===== config.mk =====
export PLATFORM = sky130hd
export DESIGN_NAME = sio_cfg_bank
export DESIGN_NICKNAME = d
export VERILOG_FILES = /design/src/logic/sio_cfg_bank.v
export VERILOG_INCLUDE_DIRS = /design/src /design/src/logic
export SDC_FILE = /design/constraint.sdc
export NUM_CORES = 1
export LEC_CHECK = 0
export BUFFER_PORTS_ARGS = -buffer_cell sky130_fd_sc_hd__buf_2
export CAP_MARGIN = 20
export CORE_MARGIN = 2
export CORE_UTILIZATION = 45
export DETAILED_ROUTE_END_ITERATION = 8
export GPL_TIMING_DRIVEN = 0
export PLACE_DENSITY = 0.75
export SLEW_MARGIN = 20
export SYNTH_ARGS = -nofsm -noshare
export SYNTH_HDL_FRONTEND = slang
export SYNTH_SLANG_ARGS = --single-unit

===== constraint.sdc =====
create_clock -name clk -period 2.2 [get_ports clk]
set_clock_uncertainty 0.1 [all_clocks]
set_input_delay 0.33 -clock clk [delete_from_list [all_inputs] [get_ports clk]]
set_output_delay 0.33 -clock clk [all_outputs]
set_load 0.05 [all_outputs]

===== src/logic/sio_cfg_defines.vh =====
`ifndef SIO_CFG_DEFINES_VH
`define SIO_CFG_DEFINES_VH
// --------------------------------------------------------------------------
// Host port addresses and unlock keys.
// --------------------------------------------------------------------------
`define SIO_CFG_PORT_PRI 11'h3F0
`define SIO_CFG_PORT_SEC 11'h370
`define SIO_KEY_ENTER 8'h44
`define SIO_KEY_EXIT 8'hAA
// --------------------------------------------------------------------------
// Register indices.
// --------------------------------------------------------------------------
`define SIO_IDX_EXTSETUP 8'h04
`define SIO_IDX_ADDRSETUP 8'h05
`define SIO_IDX_DRVTYPES 8'h06
`define SIO_IDX_PWRBOOT 8'h07
`define SIO_IDX_AUXLO 8'h08
`define SIO_IDX_AUXHI 8'h09
`define SIO_IDX_PFIFOTHR 8'h0A
`define SIO_IDX_RATETBL 8'h0B
`define SIO_IDX_SERMODE 8'h0C
`define SIO_IDX_DEVID 8'h0D
`define SIO_IDX_REVID 8'h0E
`define SIO_IDX_TEST 8'h0F
// --------------------------------------------------------------------------
// Reset values.
// --------------------------------------------------------------------------
`define SIO_RST_ZERO 8'h00
`define SIO_RST_DRVTYPES 8'hFF
`define SIO_RST_RATETBL 8'h00
`define SIO_RST_SERMODE 8'h00
// --------------------------------------------------------------------------
// Field positions.
// --------------------------------------------------------------------------
`define SIO_B_FDC_SEC 0
`define SIO_B_IDE_SEC 1
`define SIO_B_NONBURST 2
`define SIO_B_SWAP 5
`define SIO_B_EXTDEC 6
`define SIO_B_APD_FDC 7
`define SIO_B_APD_PAR 4
`define SIO_B_MID1_INV 3
`define SIO_B_MID2_INV 2
`define SIO_F_BOOT 1:0
`define SIO_F_AUXHI 2:0
`define SIO_B_ECP_MODE 1
`define SIO_B_EPP_MODE 0
`define SIO_B_MIDI1 4
`define SIO_B_MIDI2 5
`define SIO_B_HS2 7
`define SIO_B_HS1 6
`define SIO_F_U2MODE 5:3
`define SIO_B_HALFDUP 2
`define SIO_B_TXINV 1
`define SIO_B_RXINV 0
// --------------------------------------------------------------------------
// Modes and timing.
// --------------------------------------------------------------------------
`define SIO_U2_STD 3'h0
`define SIO_U2_IRDA 3'h1
`define SIO_U2_ASK 3'h2
`define SIO_ECR_EPP 3'h4
`define SIO_ECR_SPP 3'h0
`define SIO_MIDI_PRE 12
`define SIO_MIDI_POST 16
`define SIO_MIDI_PRE_LAST 4'hB
`define SIO_MIDI_POST_LAST 4'hF
`define SIO_ECR_W 3
`endif


===== src/logic/sio_cfg_bank.v =====
// Operation
// RULE_01: Index 06H holds four drive-type codes, FFH after reset.
// RULE_02: Index 05H bit 0 moves floppy decode from 3F0-3F7 to 370-377.
// RULE_03: Index 05H bit 1 moves disk decode to the secondary port group.
// RULE_04: Index 05H bit 2 set makes floppy DMA request and interrupt pulse per byte.
// RULE_05: Index 05H bit 5 swaps drive and motor selects of units 0 and 1.
// RULE_06: Index 05H bit 6 selects encoded outputs for an external two-to-four decoder.
// RULE_07: Index 07H bits 7..4 enable auto powerdown per unit; reset 00H.
// RULE_08: Index 07H bits 3 and 2 invert media-ID 1 and 2 inputs.
// RULE_09: Index 07H bits 1:0 give boot drive A to D.
// RULE_10: Aux decode compares 11 address bits from 08H and 09H, qualified by AEN low.
// RULE_11: Without extended-capabilities parallel mode, aux decode treats address bit 10 as zero.
// RULE_12: Index 0AH is the extended parallel FIFO threshold, reset 00H.
// RULE_13: Rate table register gives two bits per drive, drive 0 lowest.
// RULE_14: Serial control bits 7 and 6 enable high speed on ports 2 and 1.
// RULE_15: Serial control bits 5:3 select port 2 standard, IrDA or ASK infrared.
// RULE_16: Serial control bit 2 selects half duplex for serial port 2.
// RULE_17: Serial control bits 1 and 0 make port 2 transmit and receive active low.
// RULE_18: Index 0DH returns a fixed identification byte; writes ignored.
// RULE_19: Index 0EH returns a fixed revision byte.
// RULE_20: Host keeps test register 0FH at zero; reset value 00H.
// RULE_21: With both extended modes, control code 100 picks enhanced, 000 standard.
// RULE_22: Serial MIDI clock divides the 24 MHz reference by 12 then 16.
// RULE_23: Host writes 44H twice to enter, AAH to leave configuration mode.
// RULE_24: Any other write between the two unlock writes cancels entry.
// RULE_25: Data port is ignored outside configuration mode; select index chooses register.
`timescale 1ns/10ps
`default_nettype none
`include "sio_cfg_defines.vh"
module sio_cfg_bank #(
	parameter [7:0] DEV_ID = 8'h5A,
	parameter [7:0] REV_ID = 8'h01,
	parameter integer ADDR_W = 11
) (
	input wire clk,
	input wire nrst,
	input wire [ADDR_W-1:0] ioAddr,
	input wire [7:0] ioDataIn,
	input wire ioWrN,
	input wire ioRdN,
	input wire aen,
	input wire cfgAtSecondary,
	input wire [2:0] ecrMode,
	input wire fdcDmaReqIn,
	input wire fdcIrqIn,
	input wire fdcByteDone,
	input wire [3:0] driveSelIn,
	input wire [3:0] motorSelIn,
	input wire mediaId1In,
	input wire mediaId2In,
	input wire [1:0] rateDrive,
	input wire serial2TxIn,
	input wire receiveInput,
	output reg [7:0] ioDataOut_ff,
	output reg ioDataOe_ff,
	output reg cfgMode_ff,
	output reg fdcAtSecondary_ff,
	output reg ideAtSecondary_ff,
	output reg nonBurstDma_ff,
	output reg floppyDmaRequest_ff,
	output reg floppyInterruptRequest_ff,
	output reg [3:0] driveSel_ff,
	output reg [3:0] motorSel_ff,
	output reg externalDriveDecoderSel_ff,
	output reg [1:0] densityMode_ff,
	output reg [15:0] driveTypes_ff,
	output reg [3:0] autoPowerdownEn_ff,
	output reg mediaId1_ff,
	output reg mediaId2_ff,
	output reg [1:0] bootDrive_ff,
	output reg auxAddressDecode_ff,
	output reg [7:0] parFifoThreshold_ff,
	output reg [1:0] rateTableHighBit_ff,
	output reg [1:0] rateTableLowBit_ff,
	output reg [1:0] uartHighSpeed_ff,
	output reg infraredPulseMode_ff,
	output reg infraredCarrierMode_ff,
	output reg serial2HalfDuplex_ff,
	output reg transmitOutput_ff,
	output reg serial2Rx_ff,
	output reg eppViaEcr_ff,
	output reg midiBaudTick_ff
);
// --------------------------------------------------------------------------
// Bus synchronisers. Strobes come from the host bus, so every bus pin is
// resynchronised; write and read are acted on at their falling edge.
// --------------------------------------------------------------------------
reg [ADDR_W-1:0] addrS1_ff;
reg [ADDR_W-1:0] addrS2_ff;
reg [7:0] dataS1_ff;
reg [7:0] dataS2_ff;
reg [3:0] ctlS1_ff;
reg [3:0] ctlS2_ff;
reg wrPrev_ff;
reg rdPrev_ff;
reg [1:0] midS1_ff;
reg [1:0] midS2_ff;
wire wrStrobe = wrPrev_ff & ~ctlS2_ff[0];
wire rdStrobe = rdPrev_ff & ~ctlS2_ff[1];
wire aenS = ctlS2_ff[2];
wire [ADDR_W-1:0] cfgPort = ctlS2_ff[3] ? `SIO_CFG_PORT_SEC : `SIO_CFG_PORT_PRI;
wire hitSel = ~aenS & (addrS2_ff == cfgPort);
wire hitData = ~aenS & (addrS2_ff == cfgPort + 1'b1);
always @(posedge clk or negedge nrst) begin
	if (!nrst) begin
		addrS1_ff <= {ADDR_W{1'b0}};
		addrS2_ff <= {ADDR_W{1'b0}};
		dataS1_ff <= 8'h00;
		dataS2_ff <= 8'h00;
		ctlS1_ff <= 4'h3;
		ctlS2_ff <= 4'h3;
		wrPrev_ff <= 1'b1;
		rdPrev_ff <= 1'b1;
		midS1_ff <= 2'h0;
		midS2_ff <= 2'h0;
	end else begin
		addrS1_ff <= ioAddr;
		addrS2_ff <= addrS1_ff;
		dataS1_ff <= ioDataIn;
		dataS2_ff <= dataS1_ff;
		ctlS1_ff <= {cfgAtSecondary, aen, ioRdN, ioWrN};
		ctlS2_ff <= ctlS1_ff;
		wrPrev_ff <= ctlS2_ff[0];
		rdPrev_ff <= ctlS2_ff[1];
		midS1_ff <= {mediaId2In, mediaId1In};
		midS2_ff <= midS1_ff;
	end
end
// --------------------------------------------------------------------------
// Unlock sequence. Any write other than a key write to the select port
// disarms the first key, so an interleaved write cancels entry.
// --------------------------------------------------------------------------
reg keyArmed_ff;
reg [7:0] selIndex_ff;
always @(posedge clk or negedge nrst) begin
	if (!nrst) begin
		keyArmed_ff <= 1'b0;
		cfgMode_ff <= 1'b0;
		selIndex_ff <= 8'h00;
	end else if (wrStrobe) begin
		keyArmed_ff <= 1'b0; // RULE_24
		if (hitSel && !cfgMode_ff && dataS2_ff == `SIO_KEY_ENTER) begin
			keyArmed_ff <= ~keyArmed_ff; // RULE_23
			cfgMode_ff <= keyArmed_ff; // RULE_23
		end else if (hitSel && cfgMode_ff && dataS2_ff == `SIO_KEY_EXIT)
			cfgMode_ff <= 1'b0; // RULE_23
		else if (hitSel && cfgMode_ff)
			selIndex_ff <= dataS2_ff; // RULE_25
	end
end
// --------------------------------------------------------------------------
// Indexed registers.
// --------------------------------------------------------------------------
reg [7:0] extSetup_ff;
reg [7:0] addrSetup_ff;
reg [7:0] pwrBoot_ff;
reg [7:0] auxLo_ff;
reg [7:0] auxHi_ff;
reg [7:0] rateTbl_ff;
reg [7:0] serMode_ff;
reg [7:0] test_ff;
wire cfgWr = wrStrobe & hitData & cfgMode_ff; // RULE_25
always @(posedge clk or negedge nrst) begin
	if (!nrst) begin
		extSetup_ff <= `SIO_RST_ZERO;
		addrSetup_ff <= `SIO_RST_ZERO;
		driveTypes_ff <= {`SIO_RST_DRVTYPES, `SIO_RST_DRVTYPES}; // RULE_01
		pwrBoot_ff <= `SIO_RST_ZERO; // RULE_07
		auxLo_ff <= `SIO_RST_ZERO;
		auxHi_ff <= `SIO_RST_ZERO;
		parFifoThreshold_ff <= `SIO_RST_ZERO; // RULE_12
		rateTbl_ff <= `SIO_RST_RATETBL;
		serMode_ff <= `SIO_RST_SERMODE;
		test_ff <= `SIO_RST_ZERO; // RULE_20
	end else if (cfgWr) begin
		case (selIndex_ff)
			`SIO_IDX_EXTSETUP: extSetup_ff <= {1'b0, dataS2_ff[6:0]};
			`SIO_IDX_ADDRSETUP: addrSetup_ff <= {1'b0, dataS2_ff[6:0]};
			`SIO_IDX_DRVTYPES: driveTypes_ff <= {dataS2_ff, dataS2_ff}; // RULE_01
			`SIO_IDX_PWRBOOT: pwrBoot_ff <= dataS2_ff;
			`SIO_IDX_AUXLO: auxLo_ff <= dataS2_ff;
			`SIO_IDX_AUXHI: auxHi_ff <= {5'h00, dataS2_ff[2:0]};
			`SIO_IDX_PFIFOTHR: parFifoThreshold_ff <= dataS2_ff; // RULE_12
			`SIO_IDX_RATETBL: rateTbl_ff <= dataS2_ff;
			`SIO_IDX_SERMODE: serMode_ff <= dataS2_ff;
			`SIO_IDX_TEST: test_ff <= dataS2_ff;
			default: test_ff <= test_ff; // RULE_18
		endcase
	end
end
// Drive-type byte is mirrored so the upper half tracks software too.
// --------------------------------------------------------------------------
// Read path. The data bus is driven only for one read of the data port.
// --------------------------------------------------------------------------
function [7:0] rd_mux;
	input [7:0] idx;
	begin
		case (idx)
			`SIO_IDX_EXTSETUP: rd_mux = extSetup_ff;
			`SIO_IDX_ADDRSETUP: rd_mux = addrSetup_ff;
			`SIO_IDX_DRVTYPES: rd_mux = driveTypes_ff[7:0];
			`SIO_IDX_PWRBOOT: rd_mux = pwrBoot_ff;
			`SIO_IDX_AUXLO: rd_mux = auxLo_ff;
			`SIO_IDX_AUXHI: rd_mux = auxHi_ff;
			`SIO_IDX_PFIFOTHR: rd_mux = parFifoThreshold_ff;
			`SIO_IDX_RATETBL: rd_mux = rateTbl_ff;
			`SIO_IDX_SERMODE: rd_mux = serMode_ff;
			`SIO_IDX_DEVID: rd_mux = DEV_ID; // RULE_18
			`SIO_IDX_REVID: rd_mux = REV_ID; // RULE_19
			`SIO_IDX_TEST: rd_mux = test_ff;
			default: rd_mux = 8'h00;
		endcase
	end
endfunction
always @(posedge clk or negedge nrst) begin
	if (!nrst) begin
		ioDataOut_ff <= 8'h00;
		ioDataOe_ff <= 1'b0;
	end else begin
		ioDataOe_ff <= ~ctlS2_ff[1] & hitData & cfgMode_ff; // RULE_25
		if (rdStrobe && hitData && cfgMode_ff)
			ioDataOut_ff <= rd_mux(selIndex_ff); // RULE_25
	end
end
// --------------------------------------------------------------------------
// Functional outputs driven from the configuration.
// --------------------------------------------------------------------------
function [3:0] swap01;
	input en;
	input [3:0] sel;
	begin
		if (en)
			swap01 = {sel[3:2], sel[0], sel[1]};
		else
			swap01 = sel;
	end
endfunction
wire ecpOn = extSetup_ff[`SIO_B_ECP_MODE];
wire bothExt = ecpOn & extSetup_ff[`SIO_B_EPP_MODE];
wire [10:0] auxMatch = {auxHi_ff[2] & ecpOn, auxHi_ff[1:0], auxLo_ff}; // RULE_11
wire [10:0] addr11 = {addrS2_ff[10] & ecpOn, addrS2_ff[9:0]}; // RULE_11
wire swap = addrSetup_ff[`SIO_B_SWAP];
wire [3:0] dsSwap = swap01(swap, driveSelIn); // RULE_05
wire [3:0] msSwap = swap01(swap, motorSelIn); // RULE_05
wire [1:0] dsCode = {dsSwap[3] | dsSwap[2], dsSwap[3] | dsSwap[1]};
wire [2:0] u2Mode = serMode_ff[`SIO_F_U2MODE];
// --------------------------------------------------------------------------
// Floppy controller outputs.
// --------------------------------------------------------------------------
always @(posedge clk or negedge nrst) begin
	if (!nrst) begin
		fdcAtSecondary_ff <= 1'b0;
		ideAtSecondary_ff <= 1'b0;
		nonBurstDma_ff <= 1'b0;
		floppyDmaRequest_ff <= 1'b0;
		floppyInterruptRequest_ff <= 1'b0;
		driveSel_ff <= 4'h0;
		motorSel_ff <= 4'h0;
		externalDriveDecoderSel_ff <= 1'b0;
		densityMode_ff <= 2'h0;
	end else begin
		fdcAtSecondary_ff <= addrSetup_ff[`SIO_B_FDC_SEC]; // RULE_02
		ideAtSecondary_ff <= addrSetup_ff[`SIO_B_IDE_SEC]; // RULE_03
		nonBurstDma_ff <= addrSetup_ff[`SIO_B_NONBURST]; // RULE_04
		floppyDmaRequest_ff <= addrSetup_ff[`SIO_B_NONBURST] ? fdcByteDone & fdcDmaReqIn : fdcDmaReqIn; // RULE_04
		floppyInterruptRequest_ff <= addrSetup_ff[`SIO_B_NONBURST] ? fdcByteDone & fdcIrqIn : fdcIrqIn; // RULE_04
		externalDriveDecoderSel_ff <= addrSetup_ff[`SIO_B_EXTDEC]; // RULE_06
		driveSel_ff <= addrSetup_ff[`SIO_B_EXTDEC] ? {2'h0, dsCode} : dsSwap; // RULE_06
		motorSel_ff <= msSwap; // RULE_05
		densityMode_ff <= addrSetup_ff[4:3];
	end
end
// --------------------------------------------------------------------------
// Power management, media polarity and boot drive.
// --------------------------------------------------------------------------
always @(posedge clk or negedge nrst) begin
	if (!nrst) begin
		autoPowerdownEn_ff <= 4'h0;
		mediaId1_ff <= 1'b0;
		mediaId2_ff <= 1'b0;
		bootDrive_ff <= 2'h0;
	end else begin
		autoPowerdownEn_ff <= pwrBoot_ff[`SIO_B_APD_FDC:`SIO_B_APD_PAR]; // RULE_07
		mediaId1_ff <= midS2_ff[0] ^ pwrBoot_ff[`SIO_B_MID1_INV]; // RULE_08
		mediaId2_ff <= midS2_ff[1] ^ pwrBoot_ff[`SIO_B_MID2_INV]; // RULE_08
		bootDrive_ff <= pwrBoot_ff[`SIO_F_BOOT]; // RULE_09
	end
end
// --------------------------------------------------------------------------
// Auxiliary decode and rate table.
// --------------------------------------------------------------------------
always @(posedge clk or negedge nrst) begin
	if (!nrst) begin
		auxAddressDecode_ff <= 1'b0;
		rateTableHighBit_ff <= 2'h0;
		rateTableLowBit_ff <= 2'h0;
	end else begin
		auxAddressDecode_ff <= ~aenS & (addr11 == auxMatch); // RULE_10
		rateTableHighBit_ff <= {1'b0, rateTbl_ff[{rateDrive, 1'b1}]}; // RULE_13
		rateTableLowBit_ff <= {1'b0, rateTbl_ff[{rateDrive, 1'b0}]}; // RULE_13
	end
end
// --------------------------------------------------------------------------
// Serial port modes.
// --------------------------------------------------------------------------
always @(posedge clk or negedge nrst) begin
	if (!nrst) begin
		uartHighSpeed_ff <= 2'h0;
		infraredPulseMode_ff <= 1'b0;
		infraredCarrierMode_ff <= 1'b0;
		serial2HalfDuplex_ff <= 1'b0;
		transmitOutput_ff <= 1'b0;
		serial2Rx_ff <= 1'b0;
	end else begin
		uartHighSpeed_ff <= {serMode_ff[`SIO_B_HS2], serMode_ff[`SIO_B_HS1]}; // RULE_14
		infraredPulseMode_ff <= (u2Mode == `SIO_U2_IRDA); // RULE_15
		infraredCarrierMode_ff <= (u2Mode == `SIO_U2_ASK); // RULE_15
		serial2HalfDuplex_ff <= serMode_ff[`SIO_B_HALFDUP]; // RULE_16
		transmitOutput_ff <= serial2TxIn ^ serMode_ff[`SIO_B_TXINV]; // RULE_17
		serial2Rx_ff <= receiveInput ^ serMode_ff[`SIO_B_RXINV]; // RULE_17
	end
end
// --------------------------------------------------------------------------
// Parallel mode and MIDI baud tick.
// --------------------------------------------------------------------------
// The clock stands in for the 24 MHz reference, so the tick is only exact at that rate.
reg [3:0] midiPre_ff;
reg [3:0] midiPost_ff;
wire midiOn = extSetup_ff[`SIO_B_MIDI1] | extSetup_ff[`SIO_B_MIDI2];
wire preWrap = (midiPre_ff == `SIO_MIDI_PRE_LAST);
always @(posedge clk or negedge nrst) begin
	if (!nrst) begin
		eppViaEcr_ff <= 1'b0;
		midiPre_ff <= 4'h0;
		midiPost_ff <= 4'h0;
		midiBaudTick_ff <= 1'b0;
	end else begin
		eppViaEcr_ff <= bothExt & (ecrMode == `SIO_ECR_EPP); // RULE_21
		midiPre_ff <= (!midiOn || preWrap) ? 4'h0 : midiPre_ff + 4'h1; // RULE_22
		if (midiOn && preWrap)
			midiPost_ff <= midiPost_ff + 4'h1; // RULE_22
		midiBaudTick_ff <= midiOn & preWrap & (midiPost_ff == `SIO_MIDI_POST_LAST); // RULE_22
	end
end
endmodule // sio_cfg_bank
`default_nettype wire


==> flow_results.xml <==
<?xml version="1.0" encoding="UTF-8"?>
<metrics>
  <group name="outcome">
    <metric name="run_status" unit="">finished clean</metric>
  </group>
  <group name="floorplanning">
    <metric name="boundaryPins" unit="">117</metric>
    <metric name="initial_utilization" unit="%">45.8</metric>
    <metric name="floorplan.core_area" unit="sq um">16500</metric>
    <metric name="row_count" unit="">47</metric>
    <metric name="die_h" unit="um">133</metric>
    <metric name="die_x" unit="um">133</metric>
    <metric name="die-area" unit="sq um">17800</metric>
  </group>
  <group name="setup_path">
    <metric name="worst-path-buf-inv" unit="">0</metric>
    <metric name="crit_reg_reg_endpoint" unit="">auxHi_ff[2]</metric>
    <metric name="timing.critical_path.arrival" unit="ns">2.36</metric>
    <metric name="largest_stage_delay_on_the_critical_path" unit="ns">0.42</metric>
    <metric name="regToRegStartpoint" unit="">addrS2_ff[1]</metric>
    <metric name="max_fo_critical_path" unit="">4</metric>
    <metric name="critPathKind" unit="">reg2reg</metric>
    <metric name="cp_cell_sequence" unit="">and4b_2 -&gt; and2_2 -&gt; nand3_4 -&gt; nor3_1 -&gt; mux2_2</metric>
    <metric name="critical_path.startpoint_type" unit="">flip-flop</metric>
    <metric name="cp_data_required_time" unit="ns">2.42</metric>
    <metric name="worst_path_dominant_cell_family" unit="">simple AND/OR/NAND/NOR gates</metric>
    <metric name="worst-r2r-setup-slack" unit="ns">0.06</metric>
    <metric name="worst-r2r-cell-count" unit="">5</metric>
    <metric name="timing.critical_path.to_type" unit="">flip-flop</metric>
    <metric name="slowest_stage" unit="">sky130_fd_sc_hd__nor3_1</metric>
  </group>
  <group name="clock_tree">
    <metric name="numClockSinks" unit="">188</metric>
    <metric name="tritoncts" unit="">built</metric>
    <metric name="cts-buffers-inserted" unit="">17</metric>
    <metric name="clk_root_buffer_cell" unit="">sky130_fd_sc_hd__clkbuf_16</metric>
    <metric name="h-tree-depth" unit="">4</metric>
    <metric name="cts-root-to-sink-buffers" unit="">2</metric>
    <metric name="worst_setup_hold_path_clk_slew" unit="ns">0.06</metric>
    <metric name="insertion_delay" unit="ns">0.43</metric>
  </group>
  <group name="power_and_ir_drop">
    <metric name="switching_portion_of_total_power" unit="%">21.2</metric>
    <metric name="power.net_switching" unit="W">0.00145</metric>
    <metric name="power.combinational.fraction" unit="%">4.3</metric>
    <metric name="powerDensity" unit="nW/um^2">720</metric>
    <metric name="seq_power_share" unit="%">51.9</metric>
    <metric name="power.internal" unit="W">0.00539</metric>
    <metric name="power.static_leakage" unit="nW">4.62</metric>
    <metric name="pwr-share-clk" unit="%">43.8</metric>
    <metric name="ir_drop" unit="mV">0.515</metric>
  </group>
  <group name="routing">
    <metric name="routed_wirelength" unit="um">18600</metric>
    <metric name="detailedRoute.firstIterationViolations" unit="">242</metric>
    <metric name="antenna_left" unit="">0</metric>
    <metric name="drt_drc_violations_left" unit="">0</metric>
    <metric name="route.detailed.wl_per_inst" unit="um">19.8</metric>
    <metric name="drt_first_pass_iters" unit="">4</metric>
    <metric name="route.detailed.vias_per_inst" unit="">5.22</metric>
    <metric name="route.vias.total" unit="">4906</metric>
  </group>
  <group name="final_layout">
    <metric name="antenna_cells_inserted" unit="">0</metric>
    <metric name="stdcell_count" unit="">940</metric>
    <metric name="final_net_count" unit="">754</metric>
    <metric name="layout-drive-gt1-share" unit="%">43.6</metric>
    <metric name="layout-area-overhead-vs-synth" unit="%">26.1</metric>
  </group>
  <group name="timing">
    <metric name="setup-violations-final" unit="">0</metric>
    <metric name="fin_worst_hold_slack" unit="ns">0.0199</metric>
    <metric name="unrepaired_setup_endpoints_after_global_routing" unit="">false</metric>
    <metric name="hold_violations" unit="">0</metric>
    <metric name="layout_worst_path_cycle_share" unit="%">97.4</metric>
    <metric name="tightest_slew" unit="ns">0.779</metric>
    <metric name="maxSlewHeadroom" unit="%">48.0</metric>
    <metric name="fin_max_slew_vios" unit="">0</metric>
    <metric name="finalCriticalPeriod" unit="ns">2.14</metric>
    <metric name="timing.fmax" unit="MHz">467</metric>
  </group>
  <group name="placement">
    <metric name="detailedPlacementHpwl" unit="um">12800</metric>
    <metric name="placed_cell_count" unit="">869</metric>
    <metric name="placement.io_buffers" unit="">114</metric>
    <metric name="gpl.final_weighted_congestion" unit="">0.911</metric>
  </group>
  <group name="hold_path">
    <metric name="min_from" unit="">fdcIrqIn</metric>
    <metric name="timing.hold.worst_endpoint" unit="">floppyInterruptRequest_ff</metric>
    <metric name="min-delay-path-class" unit="">in2reg</metric>
    <metric name="hold-path-cell-count" unit="">2</metric>
  </group>
  <group name="synthesis">
    <metric name="ys_warn_count" unit="">0</metric>
    <metric name="avg_inst_size_synth" unit="sq um">14.1</metric>
    <metric name="post_synth_num_cell_types" unit="">62</metric>
    <metric name="synth_edf_count" unit="">0</metric>
    <metric name="yosys_register_bits" unit="">188</metric>
    <metric name="syn_inst" unit="">533</metric>
    <metric name="most_common_cell_in_the_synthesized_netlist" unit="">sky130_fd_sc_hd__dfrtp_1</metric>
    <metric name="syn_area" unit="sq um">7540</metric>
    <metric name="netlist.area_leader.share" unit="%">57.7</metric>
    <metric name="synthDominantAreaCellType" unit="">sky130_fd_sc_hd__dfrtp_1</metric>
    <metric name="synth_common_cells" unit="">sky130_fd_sc_hd__dfrtp_1, sky130_fd_sc_hd__mux2_2, sky130_fd_sc_hd__nand2_1, sky130_fd_sc_hd__nor2_1, sky130_fd_sc_hd__o21ai_0</metric>
    <metric name="synth_seq_area_share" unit="%">62.6</metric>
    <metric name="synthArstFlopShare" unit="%">100</metric>
    <metric name="postSynth.topFlopCell" unit="">sky130_fd_sc_hd__dfrtp_1</metric>
    <metric name="post_synth_main_area_contributors" unit="">sky130_fd_sc_hd__dfrtp_1, sky130_fd_sc_hd__mux2_2, sky130_fd_sc_hd__dfstp_2, sky130_fd_sc_hd__xor2_1, sky130_fd_sc_hd__mux4_2</metric>
  </group>
  <group name="global_routing">
    <metric name="grt_remaining_overflow" unit="">0</metric>
    <metric name="antenna_violations_before_repair" unit="">0</metric>
    <metric name="globalRouteTotalUtil" unit="%">22.0</metric>
    <metric name="grt_start_max_net_pins" unit="">102</metric>
    <metric name="vias_in_the_first_global_route" unit="">5262</metric>
    <metric name="wire_length_of_the_first_global_routing_pass" unit="um">29300</metric>
  </group>
  <group name="flow_run">
    <metric name="cap_violations" unit="">0</metric>
  </group>
</metrics>
how the worst max path moves through the flow:
stage                        start        endpoint  slack, ns  depth (start not counted)
finish                addrS2_ff[1]     auxHi_ff[2]       0.06                          5
global route        selIndex_ff[4]  extSetup_ff[6]      0.003                          7
CTS                 selIndex_ff[7]  extSetup_ff[5]       0.01                          7
detailed placement  selIndex_ff[1]   serMode_ff[7]      -0.52                          5
global placement              nrst      cfgMode_ff      -2.31                          1
floorplan               cfgMode_ff   rateTbl_ff[0]       0.09                          5
area by class of cell:
type / instances / area (sq um)
inverter: 2 / 7.51
multi-input combinational: 307 / 2690
clock inverter: 6 / 87.6
clock buffer: 26 / 489
sequential: 188 / 4720
tap: 220 / 275
timing repair buffer: 157 / 1030
buffer: 34 / 203
fill: 1332 / 6960
sequential cells by signal, summed over array words and instances (netlist names), 3 cells and up:
name	flops
auxHi_ff	3
ioDataOut_ff	8
parFifoThreshold_ff	8
autoPowerdownEn_ff	4
midiPost_ff	4
auxLo_ff	8
driveSel_ff	4
dataS1_ff	8
ctlS1_ff	4
addrS2_ff	11
test_ff	8
addrS1_ff	11
extSetup_ff	7
dataS2_ff	8
pwrBoot_ff	8
rateTbl_ff	8
serMode_ff	8
motorSel_ff	4
midiPre_ff	4
selIndex_ff	8
addrSetup_ff	7
driveTypes_ff	8
ctlS2_ff	4
stage by stage:
step	area, sq um	total power [W]	TNS, ns	util (%)	worst slack [ns]
3_5_place_dp	8430	0.00387	-13.72	51.2	-0.524
5_1_grt	9510	0.00711	0	57.8	0.00319
6_report	9510	0.00685	0	57.8	0.0579
4_1_cts	9470	0.00691	0	57.5	0.0113
3_3_place_gp	8390	0.00386	-369.45	51.0	-2.31
2_1_floorplan	7540	0.00371	0	-	0.0895
per-layer routing:
| layer | vias to the layer above | GRT usage, % | share of wire (%) |
|---|---|---|---|
| met5 | - | 0 | 0 |
| met4 | 0 | 9.04 | 2.2 |
| met3 | 31 | 4.30 | 5.3 |
| met2 | 163 | 36.9 | 51 |
| met1 | 2466 | 28.3 | 42 |
| li1 | 2246 | - | - |
repair_timing:
action / CTS / global route
hold buffers: 30 / 0
pin swaps: 8 / 5
endpoints found under the hold margin: 109 / 0
setup buffers: 12 / 0
endpoints found under the setup margin: 79 / 77
gates resized for setup: 17 / 14
power groups by stage:
stage | registers, W | clock network (W) | logic [W]
3_5_place_dp | 0.00361 | 0 | 0.000261
6_report | 0.00355 | 0.00300 | 0.000293
3_3_place_gp | 0.00361 | 0 | 0.000245
4_1_cts | 0.00355 | 0.00306 | 0.000302
5_1_grt | 0.00356 | 0.00322 | 0.000322
2_1_floorplan | 0.00366 | 0 | 0.0000557
cells by family (layout without fill, tap and decap cells):
| group | Yosys count | count (layout) | share of synthesized area [%] |
|---|---|---|---|
| flops | 188 | 188 | 62.6 |
| fa+ha+maj | 2 | 2 | 0.332 |
| compound gates | 59 | 59 | 5.01 |
| other cells | 1 | 2 | 0.0497 |
| simple gates | 120 | 120 | 10.9 |
| buf+inv | 39 | 225 | 2.59 |
| xor+xnor | 21 | 21 | 2.54 |
| mux | 103 | 103 | 16.0 |
cell usage in the layout (no fill, tap or decap), drive strengths merged, types with 3 or more instances in the layout:
cell type	count
a211oi	3
nand4b	3
and3	3
o21ai	19
inv	3
xor2	15
a31oi	3
a32o	4
mux2i	8
dlygate4sd3	30
nand2b	6
and2	5
nor4	6
dfrtp	174
nor2b	7
and4b	3
a22oi	3
nand2	25
mux2	90
nor3b	4
buf	151
dfstp	14
nand4	6
clkbuf	36
nand3b	3
nor2	22
mux4	5
nand3	10
o2bb2ai	4
a21oi	12
o22ai	3
clkinv	3
nor3	7
xnor2	6
(Power assumes the default switching activity.)
